### src/pbw_consts.svh
`ifndef PBW_CONSTS_SVH
`define PBW_CONSTS_SVH

// ==========================================================================
// Peripheral register selectors on the 12-bit peripheral address
// ==========================================================================
`define PBW_ADDR_WDOG1_MODE       12'h0d0
`define PBW_ADDR_WDOG2_MODE       12'h0d1
`define PBW_ADDR_TIMER_A_CC0      12'h0a0
`define PBW_ADDR_TIMER_A_CC1      12'h0a2
`define PBW_ADDR_TIMER_A_COUNTER  12'h0a4
`define PBW_ADDR_TIMER_B_CONTROL  12'h0b0
`define PBW_ADDR_I2C_STATUS       12'h0c0
`define PBW_ADDR_SERIAL_A_STATUS  12'h0c4
`define PBW_ADDR_SERIAL_B_STATUS  12'h0c8
`define PBW_ADDR_RT_BUF_LOW       12'h0e0
`define PBW_ADDR_RT_BUF_HIGH      12'h0e1
`define PBW_ADDR_ADC_MODE         12'h0f0
`define PBW_ADDR_ADC_CHAN_SEL     12'h0f1
`define PBW_ADDR_ADC_CMP_MODE     12'h0f2
`define PBW_ADDR_ADC_CMP_THRESH   12'h0f3
`define PBW_ADDR_ADC_RESULT       12'h0f4
`define PBW_ADDR_ADC_RESULT_HIGH  12'h0f6

// ==========================================================================
// Wait control field and access timing
// ==========================================================================
`define PBW_M_MSB                 2
`define PBW_M_LSB                 0
`define PBW_BASE_CYCLES           8'h03
`define PBW_WAIT_BASE             8'h02
`define PBW_K_WDOG2               3'h3
`define PBW_K_ONE                 3'h1
`define PBW_K_WDOG1_MAX           3'h5
`define PBW_K_TIMER_WR_MAX        3'h2
`define PBW_K_ADC_MAX             3'h2
`define PBW_PERIODS_WDOG1         3'h2
`define PBW_PERIODS_TIMER_RD      3'h1
`define PBW_PERIODS_TIMER_WR      3'h5
`define PBW_PERIODS_ADC           3'h2
`define PBW_OSC_TIMEOUT           8'hc8

`endif

### src/pbw_pkg.sv
`default_nettype none

package pbw_pkg;

   typedef enum logic [3:0] {
      PBW_IDLE = 4'b0001,
      PBW_WAIT = 4'b0010,
      PBW_DONE = 4'b0100,
      PBW_HANG = 4'b1000
   } pbw_state_type;

   typedef enum logic [2:0] {
      PBW_ORDINARY,
      PBW_WDOG1,
      PBW_FIXED_THREE,
      PBW_FIXED_ONE,
      PBW_TIMER_RD,
      PBW_TIMER_WR,
      PBW_ADC
   } pbw_class_type;

endpackage : pbw_pkg

`default_nettype wire

### src/pbw_wait_calc.sv
`default_nettype none
`include "pbw_consts.svh"

module pbw_wait_calc (
   input  wire logic [2:0] i_m,
   input  wire logic [7:0] i_ratio,
   input  wire logic [2:0] i_periods,
   input  wire logic       i_plus_one,
   input  wire logic [2:0] i_k_min,
   input  wire logic [2:0] i_k_max,
   output logic      [2:0] o_k
);
   import pbw_pkg::*;

   logic [10:0] numerator;
   logic [3:0]  divisor;
   logic [10:0] quotient;
   logic [3:0]  remainder;
   logic [11:0] raw;

   always_comb begin
      numerator = 11'(i_periods) * 11'(i_ratio);
      divisor   = 4'(`PBW_WAIT_BASE) + 4'(i_m);
      quotient  = numerator / 11'(divisor);
      remainder = 4'(numerator % 11'(divisor));
      // Fraction r/(2+m) of a CPU period rounds up only above 1/(2+m)
      raw = 12'(quotient) + 12'(remainder > 4'h1) + 12'(i_plus_one);
      if (raw < 12'(i_k_min)) begin
         o_k = i_k_min;
      end else if (raw > 12'(i_k_max)) begin
         o_k = i_k_max;
      end else begin
         o_k = raw[2:0];
      end
   end

endmodule : pbw_wait_calc

`default_nettype wire

### src/pbw_bridge.sv
// Summary of operation
// - Stretch conflicting peripheral accesses for safe transfer
// - CPU stalls; time grows by waits exactly
// - Special registers add (2+m)*k waits
// - Special access lasts 3+m+(2+m)*k clocks
// - m comes from wait control bits 2:0
// - Plain access with no waits is three clocks
// - Watchdog one mode write: k 1..5
// - Watchdog two mode write: k fixed 3
// - Timer A capture/counter reads: k = 1
// - Timer A compare writes: k 0..2, back-to-back only
// - Timer B control read-modify-write: k 1 on write
// - I2C and serial status reads: k fixed 1
// - Real-time buffer writes: k 1 when output disabled
// - ADC control writes, result reads: k 1..2
// - Fraction rounds down when at most 1/(2+m)
// - Computed waits are an upper bound
// - No main clock: special access hangs until reset
`default_nettype none
`include "pbw_consts.svh"

module pbw_bridge (
   input  wire logic        i_clock,
   input  wire logic        i_reset,
   input  wire logic        i_cpu_req,
   input  wire logic        i_cpu_write,
   input  wire logic        i_cpu_rmw,
   input  wire logic [11:0] i_cpu_addr,
   input  wire logic [15:0] i_cpu_wdata,
   output logic             o_cpu_wait,
   output logic             o_cpu_done,
   output logic      [15:0] o_cpu_rdata,
   input  wire logic [7:0]  i_wait_control,
   input  wire logic        i_rt_output_enable_bit,
   input  wire logic [7:0]  i_cpu_per_main,
   input  wire logic        i_main_oscillator_input,
   output logic             o_per_req,
   output logic             o_per_write,
   output logic      [11:0] o_per_addr,
   output logic      [15:0] o_per_wdata,
   input  wire logic [15:0] i_per_rdata
);
   import pbw_pkg::*;

   // =======================================================================
   // Main oscillator presence
   // =======================================================================
   logic       osc_meta;
   logic       osc_sync;
   logic       osc_prev;
   logic [7:0] osc_idle;
   logic       osc_alive;

   always_ff @(posedge i_clock or posedge i_reset) begin
      if (i_reset) begin
         osc_meta <= 1'b0;
         osc_sync <= 1'b0;
         osc_prev <= 1'b0;
      end else begin
         osc_meta <= i_main_oscillator_input;
         osc_sync <= osc_meta;
         osc_prev <= osc_sync;
      end
   end

   // Starts as dead: no special access may pass before an edge is seen
   always_ff @(posedge i_clock or posedge i_reset) begin
      if (i_reset) begin
         osc_idle <= `PBW_OSC_TIMEOUT;
      end else if (osc_sync != osc_prev) begin
         osc_idle <= 8'h00;
      end else if (osc_idle != `PBW_OSC_TIMEOUT) begin
         osc_idle <= osc_idle + 8'h01;
      end
   end

   assign osc_alive = (osc_idle != `PBW_OSC_TIMEOUT);

   // =======================================================================
   // Register classification
   // =======================================================================
   pbw_state_type state;
   pbw_state_type next_state;
   pbw_class_type req_class;
   logic          accept;
   logic [2:0]    m;
   logic [11:0]   last_cc_addr;
   logic          last_cc_write;
   logic          is_cc;

   assign accept = (state == PBW_IDLE) && i_cpu_req;
   assign m      = i_wait_control[`PBW_M_MSB:`PBW_M_LSB];
   assign is_cc  = (i_cpu_addr == `PBW_ADDR_TIMER_A_CC0) ||
                   (i_cpu_addr == `PBW_ADDR_TIMER_A_CC1);

   always_comb begin
      req_class = PBW_ORDINARY;
      unique case (i_cpu_addr)
         `PBW_ADDR_WDOG1_MODE:
            if (i_cpu_write) req_class = PBW_WDOG1;
         `PBW_ADDR_WDOG2_MODE:
            if (i_cpu_write) req_class = PBW_FIXED_THREE;
         `PBW_ADDR_TIMER_A_CC0, `PBW_ADDR_TIMER_A_CC1: begin
            if (!i_cpu_write) begin
               req_class = PBW_TIMER_RD;
            end else if (last_cc_write && last_cc_addr == i_cpu_addr) begin
               req_class = PBW_TIMER_WR;
            end
         end
         `PBW_ADDR_TIMER_A_COUNTER:
            if (!i_cpu_write) req_class = PBW_TIMER_RD;
         `PBW_ADDR_TIMER_B_CONTROL:
            if (i_cpu_write && i_cpu_rmw) req_class = PBW_FIXED_ONE;
         `PBW_ADDR_I2C_STATUS, `PBW_ADDR_SERIAL_A_STATUS, `PBW_ADDR_SERIAL_B_STATUS:
            if (!i_cpu_write) req_class = PBW_FIXED_ONE;
         `PBW_ADDR_RT_BUF_LOW, `PBW_ADDR_RT_BUF_HIGH:
            if (i_cpu_write && !i_rt_output_enable_bit) req_class = PBW_FIXED_ONE;
         `PBW_ADDR_ADC_MODE, `PBW_ADDR_ADC_CHAN_SEL,
         `PBW_ADDR_ADC_CMP_MODE, `PBW_ADDR_ADC_CMP_THRESH:
            if (i_cpu_write) req_class = PBW_ADC;
         `PBW_ADDR_ADC_RESULT, `PBW_ADDR_ADC_RESULT_HIGH:
            if (!i_cpu_write) req_class = PBW_ADC;
         default: req_class = PBW_ORDINARY;
      endcase
   end

   // Only the immediately preceding access counts as back to back
   always_ff @(posedge i_clock or posedge i_reset) begin
      if (i_reset) begin
         last_cc_write <= 1'b0;
         last_cc_addr  <= 12'h000;
      end else if (accept) begin
         last_cc_write <= i_cpu_write && is_cc;
         last_cc_addr  <= i_cpu_addr;
      end
   end

   // =======================================================================
   // Wait factor and access length
   // =======================================================================
   logic [2:0] periods;
   logic       plus_one;
   logic [2:0] k_min;
   logic [2:0] k_max;
   logic [2:0] k_calc;
   logic [2:0] k_sel;
   logic [7:0] next_total;
   logic [7:0] total;

   always_comb begin
      periods  = `PBW_PERIODS_ADC;
      plus_one = 1'b1;
      k_min    = `PBW_K_ONE;
      k_max    = `PBW_K_ADC_MAX;
      unique case (req_class)
         PBW_WDOG1: begin
            periods = `PBW_PERIODS_WDOG1;
            k_max   = `PBW_K_WDOG1_MAX;
         end
         PBW_TIMER_RD: begin
            periods = `PBW_PERIODS_TIMER_RD;
            k_max   = `PBW_K_ONE;
         end
         PBW_TIMER_WR: begin
            periods  = `PBW_PERIODS_TIMER_WR;
            plus_one = 1'b0;
            k_min    = 3'h0;
            k_max    = `PBW_K_TIMER_WR_MAX;
         end
         default: begin
            periods = `PBW_PERIODS_ADC;
         end
      endcase
   end

   pbw_wait_calc u_calc (
      .i_m        (m),
      .i_ratio    (i_cpu_per_main),
      .i_periods  (periods),
      .i_plus_one (plus_one),
      .i_k_min    (k_min),
      .i_k_max    (k_max),
      .o_k        (k_calc)
   );

   always_comb begin
      unique case (req_class)
         PBW_ORDINARY:    k_sel = 3'h0;
         PBW_FIXED_THREE: k_sel = `PBW_K_WDOG2;
         PBW_FIXED_ONE:   k_sel = `PBW_K_ONE;
         default:         k_sel = k_calc;
      endcase
      // Upper bound; instruction fetch effects can only shorten it upstream
      next_total = `PBW_BASE_CYCLES + 8'(m) +
                   (`PBW_WAIT_BASE + 8'(m)) * 8'(k_sel);
   end

   // =======================================================================
   // Access sequencer
   // =======================================================================
   logic [7:0] remain;
   logic       special;

   assign special = (k_sel != 3'h0);

   always_comb begin
      next_state = state;
      unique case (state)
         PBW_IDLE:
            if (accept) begin
               // A stalled peripheral clock can never resolve the conflict
               next_state = (special && !osc_alive) ? PBW_HANG : PBW_WAIT;
            end
         PBW_WAIT:
            if (remain == 8'h01) next_state = PBW_DONE;
         PBW_DONE:
            next_state = PBW_IDLE;
         PBW_HANG:
            next_state = PBW_HANG;
         default:
            next_state = PBW_IDLE;
      endcase
   end

   always_ff @(posedge i_clock or posedge i_reset) begin
      if (i_reset) begin
         state <= PBW_IDLE;
      end else begin
         state <= next_state;
      end
   end

   always_ff @(posedge i_clock or posedge i_reset) begin
      if (i_reset) begin
         remain <= 8'h00;
         total  <= 8'h00;
      end else if (accept) begin
         remain <= next_total - 8'h02;
         total  <= next_total;
      end else if (state == PBW_WAIT) begin
         remain <= remain - 8'h01;
      end
   end

   // Request side stays frozen from accept until the access ends
   always_ff @(posedge i_clock or posedge i_reset) begin
      if (i_reset) begin
         o_per_write <= 1'b0;
         o_per_addr  <= 12'h000;
         o_per_wdata <= 16'h0000;
      end else if (accept) begin
         o_per_write <= i_cpu_write;
         o_per_addr  <= i_cpu_addr;
         o_per_wdata <= i_cpu_wdata;
      end
   end

   always_ff @(posedge i_clock or posedge i_reset) begin
      if (i_reset) begin
         o_cpu_rdata <= 16'h0000;
      end else if (state == PBW_WAIT && remain == 8'h01) begin
         o_cpu_rdata <= o_per_write ? 16'h0000 : i_per_rdata;
      end
   end

   assign o_per_req  = (state != PBW_IDLE);
   assign o_cpu_done = (state == PBW_DONE);
   assign o_cpu_wait = accept || (state == PBW_WAIT) || (state == PBW_HANG);

   // =======================================================================
   // Checks
   // =======================================================================
   logic [7:0] cycles;

   always_ff @(posedge i_clock or posedge i_reset) begin
      if (i_reset) begin
         cycles <= 8'h00;
      end else if (accept) begin
         cycles <= 8'h01;
      end else if (state != PBW_IDLE && cycles != 8'hff) begin
         cycles <= cycles + 8'h01;
      end
   end
endmodule : pbw_bridge

`default_nettype wire

### config.mk
export PLATFORM = sky130hd
export DESIGN_NAME = pbw_bridge
export DESIGN_NICKNAME = d
export VERILOG_FILES = /design/src/pbw_pkg.sv /design/src/pbw_wait_calc.sv /design/src/pbw_bridge.sv
export VERILOG_INCLUDE_DIRS = /design/src /design/src/src
export SDC_FILE = /design/constraint.sdc
export NUM_CORES = 1
export LEC_CHECK = 0
export ABC_AREA = 1
export BUFFER_PORTS_ARGS = -buffer_cell sky130_fd_sc_hd__buf_2
export CAP_MARGIN = 20
export CORE_ASPECT_RATIO = 1.2
export CORE_MARGIN = 10
export CORE_UTILIZATION = 58
export DETAILED_ROUTE_END_ITERATION = 16
export PLACE_DENSITY_LB_ADDON = 0.1
export SETUP_SLACK_MARGIN = 0.3
export SLEW_MARGIN = 0
export SYNTH_ARGS = -nofsm -noshare
export SYNTH_HDL_FRONTEND = slang
export SYNTH_SLANG_ARGS = --single-unit
### constraint.sdc
create_clock -name i_clock -period 30.8 [get_ports i_clock]
set_clock_uncertainty 0.1 [all_clocks]
set_input_delay 0 -clock i_clock [delete_from_list [all_inputs] [get_ports i_clock]]
set_output_delay 0 -clock i_clock [all_outputs]
set_load 0.02 [all_outputs]
Word level (Yosys, flattened, before mapping). Cells that the tools add are included. W data, S select, Z words.

Bits in registers: 69. Latch bits: 0. Memory bits (writable): 0. Memory bits (read-only): 0. Input port bits: 67. Output and inout port bits: 48. Word-level logic and storage cells: 109. Memories: 0.

Add/sub/neg operators: 9. $mul: 2. Divide/modulo/power cells: 2. $lt $le $gt $ge: 3. Eq/ne operators: 33. Shifts and indexed selects: 0. Mux-type cells: 27. Bitwise gates (word level): 0. Reduce and logical (&&, ||, !) cells: 22.

Operators by type and width (number): $eq A12 B8 Y1 const B (17); $mux W8 (4); $pmux W3 S9 (1); $mux W3 (7); $mux W16 (1); $add A11 B1 Y12 (1); $add A12 B1 Y12 (1); $add A2 B3 Y4 const A (3); $eq A12 B12 Y1 (1); $gt A12 B3 Y1 (1); $lt A12 B1 Y1 (1); $mux W4 (3); $pmux W3 S2 (2); $pmux W4 S3 (1); $div A11 B4 Y11 (1); $mod A11 B4 Y11 (1); $mul A3 B8 Y11 (1); $pmux W3 S3 (1); $add A4 B7 Y8 (1); $add A8 B1 Y8 const B (1); $eq A8 B1 Y1 const B (1); $mux W2 (4); $ne A8 B8 Y1 const B (1); $sub A8 B1 Y8 const B (1); 24 further kinds (41).

Logic depth before layout (Yosys ltp). Gate-level depths: netlist (run 1).

Depth in word-level cells: 21. Depth in mapped cells: 173. Mapped depth without buffers: 172.

By module. A second synthesis (run 1) with hierarchy kept.

Cell total of the unflattened synthesis: 1173. Area total of the unflattened synthesis: 7821.3 um^2.

By module, submodules not included: pbw_bridge (times used 1, cells an instance 562, area each 4111.4 um^2, sequential area each 1731.7 um^2); pbw_wait_calc (times used 1, cells an instance 611, area each 3709.8 um^2, sequential area each 0.0 um^2).

Worst setup path before layout (run 1). No wires, ideal clock.

Path type: reg2reg. From: register o_per_addr[4] (netlist name). To: register remain[7]. Setup time: 0.122 ns. Arrival: 21.583 ns. Required time: 30.578 ns. Setup slack: 8.996 ns. Cell stages (with the launch flop): 164. Buffers on the path: 1. Period minus slack after synthesis: 21.804 ns. Cell sequence: dfrtp_1 -> inv_1 -> nand2_1 -> nand2_1 -> nor2_1 -> nand2_1 -> nor2_1 -> nand2_1 -> nand2_1 -> nand2_1 -> nand2_4 -> nor2_1 -> nor2_1 -> inv_1 -> clkbuf_1 -> nor3_1 -> fa_1 -> ha_1 -> [... 128 more ...] -> o21ai_0 -> a32oi_1 -> a21oi_4 -> nand3_2 -> nand2_1 -> o211ai_1 -> or2_1 -> fa_1 -> fa_1 -> inv_1 -> fa_1 -> a21oi_1 -> nor2_1 -> nor2_1 -> nor2_1 -> o21ai_0 -> o31ai_1 -> a32o_1.

RTL lines: to (signal assigned) (RTL line pbw_bridge.sv:238) `remain <= next_total - 8'h02;`; to (signal assigned) (RTL line pbw_bridge.sv:241) `remain <= remain - 8'h01;`; to (decl) (RTL line pbw_bridge.sv:201) `logic [7:0] remain;`.

Worst setup path in the final report (run 1).
From: input i_cpu_addr[3]. To: register remain[7].

Cells in the longest elaborated chain, start to end: 20. Elaborated cells on any way between the ends: 52. Classes of those cells: 4 x add/sub; 2 x mul; 2 x div; 3 x order compare; 23 x eq/ne; 11 x mux; 7 x reduce/logical.

Ends and longest elaborated chain: from (decl) (RTL line pbw_bridge.sv:28) `input wire logic [11:0] i_cpu_addr,`; $eq A12 B12 Y1 (RTL line pbw_bridge.sv:106) `end else if (last_cc_write && last_cc_addr == i_cpu_addr) begin`; $logic_and A1 B1 Y1 (RTL line pbw_bridge.sv:106); $mux W3 (RTL line pbw_bridge.sv:106); $mux W3 (RTL line pbw_bridge.sv:104) `if (!i_cpu_write) begin`; $pmux W3 S9 (*) (RTL line pbw_bridge.sv:98) `unique case (i_cpu_addr)`; $eq A3 B3 Y1 (RTL line pbw_bridge.sv:155) `unique case (req_class)`; $pmux W3 S2 (RTL line pbw_bridge.sv:155); $mul A3 B8 Y11 (RTL line pbw_wait_calc.sv:22) `numerator = 11'(i_periods) * 11'(i_ratio);`; [... 4 more ...]; $gt A12 B3 Y1 (RTL line pbw_wait_calc.sv:30) `end else if (raw > 12'(i_k_max)) begin`; $mux W3 (RTL line pbw_wait_calc.sv:30); $mux W3 (RTL line pbw_wait_calc.sv:28) `if (raw < 12'(i_k_min)) begin`; $pmux W3 S3 (*) (RTL line pbw_bridge.sv:187) `unique case (req_class)`; $mul A4 B3 Y7 (*) (RTL line pbw_bridge.sv:195) `` (`PBW_WAIT_BASE + 8'(m)) * 8'(k_sel); ``; $add A4 B7 Y8 (no line) (*); $sub A8 B2 Y8 (*) (RTL line pbw_bridge.sv:238); $mux W8 (*) (RTL line pbw_bridge.sv:237) `end else if (accept) begin`.

Every way passes the cells marked *; elsewhere a longest branch is shown, timed or not. A chain may end at the register's enable or synchronous reset.

==> results.py, run 1 <==
metrics = {
    "placed_design": {
        "dpl.hpwl_um": 13940,
        "post-place-cells": 1345,
        "gp_congestion": 0.9243,
        "pre_cts_slack_ps": 5664,
        "port_buffers": 109,
    },
    "global_routing": {
        "grt_pass1_vias": 7227,
        "track_usage_pct": 22.32,
        "grt_first_pass_wirelength_um": 32980,
        "antenna_found_initial": 1,
        "grt_start_max_net_pins": 70,
        "grt_overflow": 0,
    },
    "yosys": {
        "synth-seq-area-share_pct": 23.67,
        "postSynth.asyncResetShare_pct": 100.0,
        "synth_cell_types": 55,
        "syn-num-nets": 1237,
        "synth-seq-cells": 69,
        "synth_edf_count": 0,
        "synth_area_per_cell_um2": 6.735,
        "synth_area_leaders": "dfrtp_1 (22%), nand2_1 (15%), ha_1 (12%), inv_1 (8.0%), nor2_1 (5.2%)",
        "yosys.area.top_type": "dfrtp_1",
        "syn_area_um2": 7315,
        "yosys_warnings": 0,
        "synth_cells": 1086,
        "netlist.area_leader.share_pct": 22.24,
        "synth_top_flop_cell": "dfrtp_1",
    },
    "cells_and_area": {
        "layout_commonest_cell": "nand2_1",
        "synthToLayoutAreaGrowth_pct": 20.51,
        "n_fill_cell": 1007,
        "layout_common_cells": "nand2_1 (291), inv_1 (154), buf_2 (109), nor2_1 (102), nand3_1 (71)",
        "layout.cells.non_filler": 1410,
        "drive_above_1_share_pct": 16.27,
        "finalNetCount": 1394,
        "utilization_pct": 72.12,
    },
    "worst_setup_path": {
        "cpLargestDelayFamily": "simple AND/OR/NAND/NOR gates",
        "crit_type": "input port to register",
        "cp.required_ps": 30910,
        "cpPeakStageDelay_ps": 530,
        "cpMaxStageDelayCell": "dlygate4sd3_1",
        "cp.arrival_ps": 25580,
        "critPathLaunchType": "input port",
        "worst_path_most_repeated_cell": "nand2_1",
        "critPathBufInv": 26,
        "end_kind": "register",
        "worst-path-max-fanout": 12,
    },
    "die": {
        "ios": 115,
        "die_w_um": 122.5,
        "rows": 44,
        "dieArea_um2": 17520,
        "die_h_um": 143.0,
        "core_um2": 12220,
        "initial_core_util_pct": 59.85,
    },
    "clock_tree": {
        "cts_tree": "yes",
        "cts.sinks": 69,
        "cts_max_path_buffers": 2,
        "clockRootBuffer": "clkbuf_16",
        "htree_num_levels": 3,
        "insertion_delay_ps": 320,
        "cts.clk_slew.worst_paths_ps": 60,
        "cts_setup_buffers": 0,
        "cts_buffers": 9,
        "ctsResizeCount": 0,
    },
    "timing": {
        "hold_viol": 0,
        "worstMarginPinSlew_ps": 1053,
        "period_share_pct": 82.71,
        "setup_viol": 0,
        "period_needed_ps": 25470,
        "fin_tns_setup_ps": 0,
        "drv_slew": 0,
        "rsz0062_at_grt": "false",
        "relSlewSlack_pct": 29.52,
        "setup_ws_ps": 5326,
        "max_freq_mhz": 39.26,
    },
    "routing": {
        "drc": 0,
        "wl_per_cell_um": 13.43,
        "vias": 7381,
        "first_iter_violations": 547,
        "finalWirelength_um": 18940,
        "ant_nets": 0,
        "dr.pass1.iters": 5,
        "vias_per_cell": 5.235,
    },
    "hold_path": {
        "hp-class": "input port to register",
    },
    "outcome": {
        "run_status": "finished clean",
    },
    "job": {
        "cap_violations": 0,
    },
}
## timing repair
item | 4_1_cts | 5_1_grt
hold endpoints to repair | 113 | 0
setup endpoints to repair | 0 | 0
hold buffers | 48 | 0
## synth_stat cells, types with 7 or more instances
master      n
nand2_2    14
o21ai_1     9
nor3_1     18
o21ai_0    70
nand2_1   291
nand4_1    22
xor2_1     17
inv_1     155
xnor2_1    12
nor2_1    102
ha_1       70
nand3_2     9
inv_2      14
dfrtp_1    65
a21oi_1    28
clkbuf_1   11
or2_2       7
nand3_1    71
fa_1       14
## per-stage QoR
| stage | hold WS (ps) | instance area [um^2] |
|---|---|---|
| finish | 229.0 | 8815 |
| global route | 238.4 | 8815 |
| CTS | 229.1 | 8812 |
| detailed placement | 10.02 | 8029 |
| global placement | 9.338 | 8029 |
| floorplan | -68.57 | 7315 |
## metal layers
layer | up-vias | wire [um] | GRT usage (%)
li1 | 3836 | - | -
met1 | 3346 | 8453 | 28.54
met2 | 183 | 9266 | 38.11
met3 | 16 | 1077 | 4.615
met4 | 0 | 142 | 4.161
met5 | - | 0 | 0
## flip-flops by register name, summed over array words and instances (netlist names)
name	flops
osc_sync	1
state	4
o_per_wdata	16
o_per_addr	12
remain	8
o_cpu_rdata	16
last_cc_write	1
osc_idle	8
o_per_write	1
osc_meta	1
osc_prev	1
## area by class of cell
cell class              instances  area, um^2  share of cell area [%]
flip-flops and latches         69        1732                   19.65
diodes                          1       2.502                 0.02839
clock buffers                  11       242.7                   2.754
clock inverters                 5       60.06                  0.6813
well taps                     161       201.4                   2.285
repair buffers                160        1049                   11.90
multi-input cells             831        4877                   55.33
inverters                     172       650.6                   7.381
## path summary, 6_finish.rpt
| path | startpoint | to | slack [ps] | cells past startpoint |
|---|---|---|---|---|
| setup reg to reg | o_per_addr[7] | remain[7] | 5460 | 160 |
| setup / recovery | i_cpu_addr[3] | remain[7] | 5330 | 157 |
| hold reg to reg | osc_meta | osc_sync | 250 | 0 |
| min in group asynchronous | i_reset | o_per_wdata[14] | 390 | 4 |
| max in group asynchronous | i_reset | o_per_wdata[0] | 29620 | 4 |
| hold / removal | i_main_oscillator_input | osc_meta | 230 | 2 |
## worst reg2reg max path, delay by kind of cell (launching register included)
family	cells	cell delay [ps]
flip-flops	1	400
buffers and inverters	25	2570
AO/OA/AOI/OAI	39	6270
adder cells (fa/ha/maj)	19	6820
AND/OR/NAND/NOR	77	9090
## cells by family after synthesis
family / Yosys count / share of synthesized area, %
adders and majority gates: 84 / 15.81
DFF: 69 / 23.67
and+or+nand+nor: 570 / 35.44
AOI/OAI and AO/OA: 147 / 11.91
xor gates and xnor gates: 29 / 3.472
other: 1 / 0.05127
buffers and inverters: 186 / 9.648
Power of run 1 is left out: the tool's default activity adds up to more than one toggle a clock period on the data nets, which glitch-free logic cannot reach.
==> inputs of run 2 (changes only) <==
==> constraint.sdc (replaced) <==
create_clock -name i_clock -period 26 [get_ports i_clock]
set_clock_uncertainty 0.1 [all_clocks]
set_input_delay 0 -clock i_clock [delete_from_list [all_inputs] [get_ports i_clock]]
set_output_delay 0 -clock i_clock [all_outputs]
set_load 0.02 [all_outputs]
==> run 2 against run 1 <==
  * Final cell count increased by 1.1%
  * Highest routed layer unchanged
  * Count of clock-buffer cells in the layout increased by 1
  * Die area unchanged
  * Critical endpoint unchanged
==> results.py, run 2 (same netlist as run 1, synthesis figures left out) <==
metrics = {
    "outcome": {
        "run_status": "finished clean",
    },
    "global_routing": {
        "grt_pass1_vias": 7302,
        "grt_overflow": 0,
        "grt_first_pass_wirelength_um": 33070,
        "met1_usage_pct": 27.22,
        "track_usage_pct": 22.30,
        "antenna_found_initial": 1,
        "grt_use_met3_pct": 5.168,
        "busiest_layer": "met2",
        "met2_usage_pct": 39.05,
        "grt_start_max_net_pins": 70,
    },
    "die": {
        "dieArea_um2": 17520,
        "initial_core_util_pct": 59.85,
        "core_um2": 12220,
        "die_w_um": 122.5,
        "rows": 44,
        "die_h_um": 143.0,
        "ios": 115,
    },
    "timing": {
        "period_needed_ps": 23280,
        "relSlewSlack_pct": 42.10,
        "timing.hold.ws_ps": 241.1,
        "setup_viol": 0,
        "drv_slew": 0,
        "worstMarginPinSlew_ps": 868.6,
        "period_share_pct": 89.55,
        "setup_ws_ps": 2718,
        "hold_viol": 0,
        "fin_tns_setup_ps": 0,
        "max_freq_mhz": 42.95,
        "rsz0062_at_grt": "false",
    },
    "placed_design": {
        "dpl.hpwl_um": 14080,
        "pre_cts_slack_ps": 1082,
        "gp_congestion": 0.9228,
        "port_buffers": 109,
        "post-place-cells": 1346,
    },
    "routing": {
        "wl_per_cell_um": 13.77,
        "drc": 0,
        "vias": 7531,
        "finalWirelength_um": 19640,
        "vias_per_cell": 5.281,
        "ant_nets": 0,
        "dr.pass1.iters": 5,
        "first_iter_violations": 621,
    },
    "worst_setup_path": {
        "cpPeakStageDelay_ps": 530,
        "critPathLaunchType": "input port",
        "cp.required_ps": 26110,
        "cpMaxStageDelayCell": "dlygate4sd3_1",
        "cp.arrival_ps": 23390,
        "worst-path-max-fanout": 10,
        "end_kind": "register",
        "r2r_slack_ps": 2750,
        "worst_path_most_repeated_cell": "nand2_1",
        "crit_type": "input port to register",
    },
    "clock_tree": {
        "cts.clk_slew.worst_paths_ps": 50,
        "insertion_delay_ps": 330,
        "cts.sinks": 69,
        "clockRootBuffer": "clkbuf_16",
        "htree_num_levels": 3,
        "cts_max_path_buffers": 2,
        "cts_tree": "yes",
        "cts_buffers": 9,
    },
    "cells_and_area": {
        "top_regs": "o_cpu_rdata: 16 flops, o_per_wdata: 16 flops, o_per_addr: 12 flops",
        "n_fill_cell": 1002,
        "layout_common_cells": "nand2_1 (290), inv_1 (148), buf_2 (109), nor2_1 (97), ha_1 (70)",
        "finalNetCount": 1410,
        "synthToLayoutAreaGrowth_pct": 23.57,
        "drive_above_1_share_pct": 19.46,
        "layout.cells.non_filler": 1426,
        "layout_commonest_cell": "nand2_1",
    },
    "job": {
        "cap_violations": 0,
    },
    "hold_path": {
        "hp-class": "input port to register",
    },
}
## run 2: layout make-up
| type | instances | area [um^2] | area share, % |
|---|---|---|---|
| flip-flops and latches | 69 | 1732 | 19.16 |
| multi-input cells | 831 | 5005 | 55.37 |
| repair inverters | 1 | 5.005 | 0.05537 |
| inverters | 172 | 660.6 | 7.309 |
| diodes | 1 | 2.502 | 0.02769 |
| clock inverters | 4 | 25.02 | 0.2769 |
| repair buffers | 175 | 1161 | 12.85 |
| clock buffers | 12 | 246.5 | 2.727 |
| well taps | 161 | 201.4 | 2.229 |
## run 2: final timing paths
check / end / start / cells after the start
max: remain[7] / i_cpu_addr[11] / 157
max in group asynchronous: osc_idle[4] / i_reset / 4
min in group asynchronous: o_cpu_rdata[15] / i_reset / 4
min: osc_meta / i_main_oscillator_input / 2
min reg2reg: osc_sync / osc_meta / 0
max reg2reg: remain[7] / o_per_addr[2] / 160
## run 2: through the flow
stage | utilization [%] | cell area (um^2)
floorplan | - | 7315
global placement | 65.76 | 8036
detailed placement | 65.76 | 8036
CTS | 71.91 | 8788
global route | 73.96 | 9039
finish | 73.96 | 9039
## run 2: metal layers
layer / vias to the layer above / routed length, um
li1: 3876 / -
met4: 0 / 225
met5: - / 0
met1: 3446 / 8439
met2: 180 / 9879
met3: 29 / 1094
## run 2: critical path: cells and delay by family
kind,cells,cell delay (ps)
AND/OR/NAND/NOR,73,7870
adder cells (fa/ha/maj),19,6850
AO/OA/AOI/OAI,39,5790
buffers and inverters,26,2830
## run 2: what timing repair did
item	CTS	global route
buffers inserted	0	13
hold buffers	48	0
endpoints found under the hold margin	113	0
setup endpoints to repair	0	10
gates resized for setup	0	39
Power of run 2 is left out for the same reason.
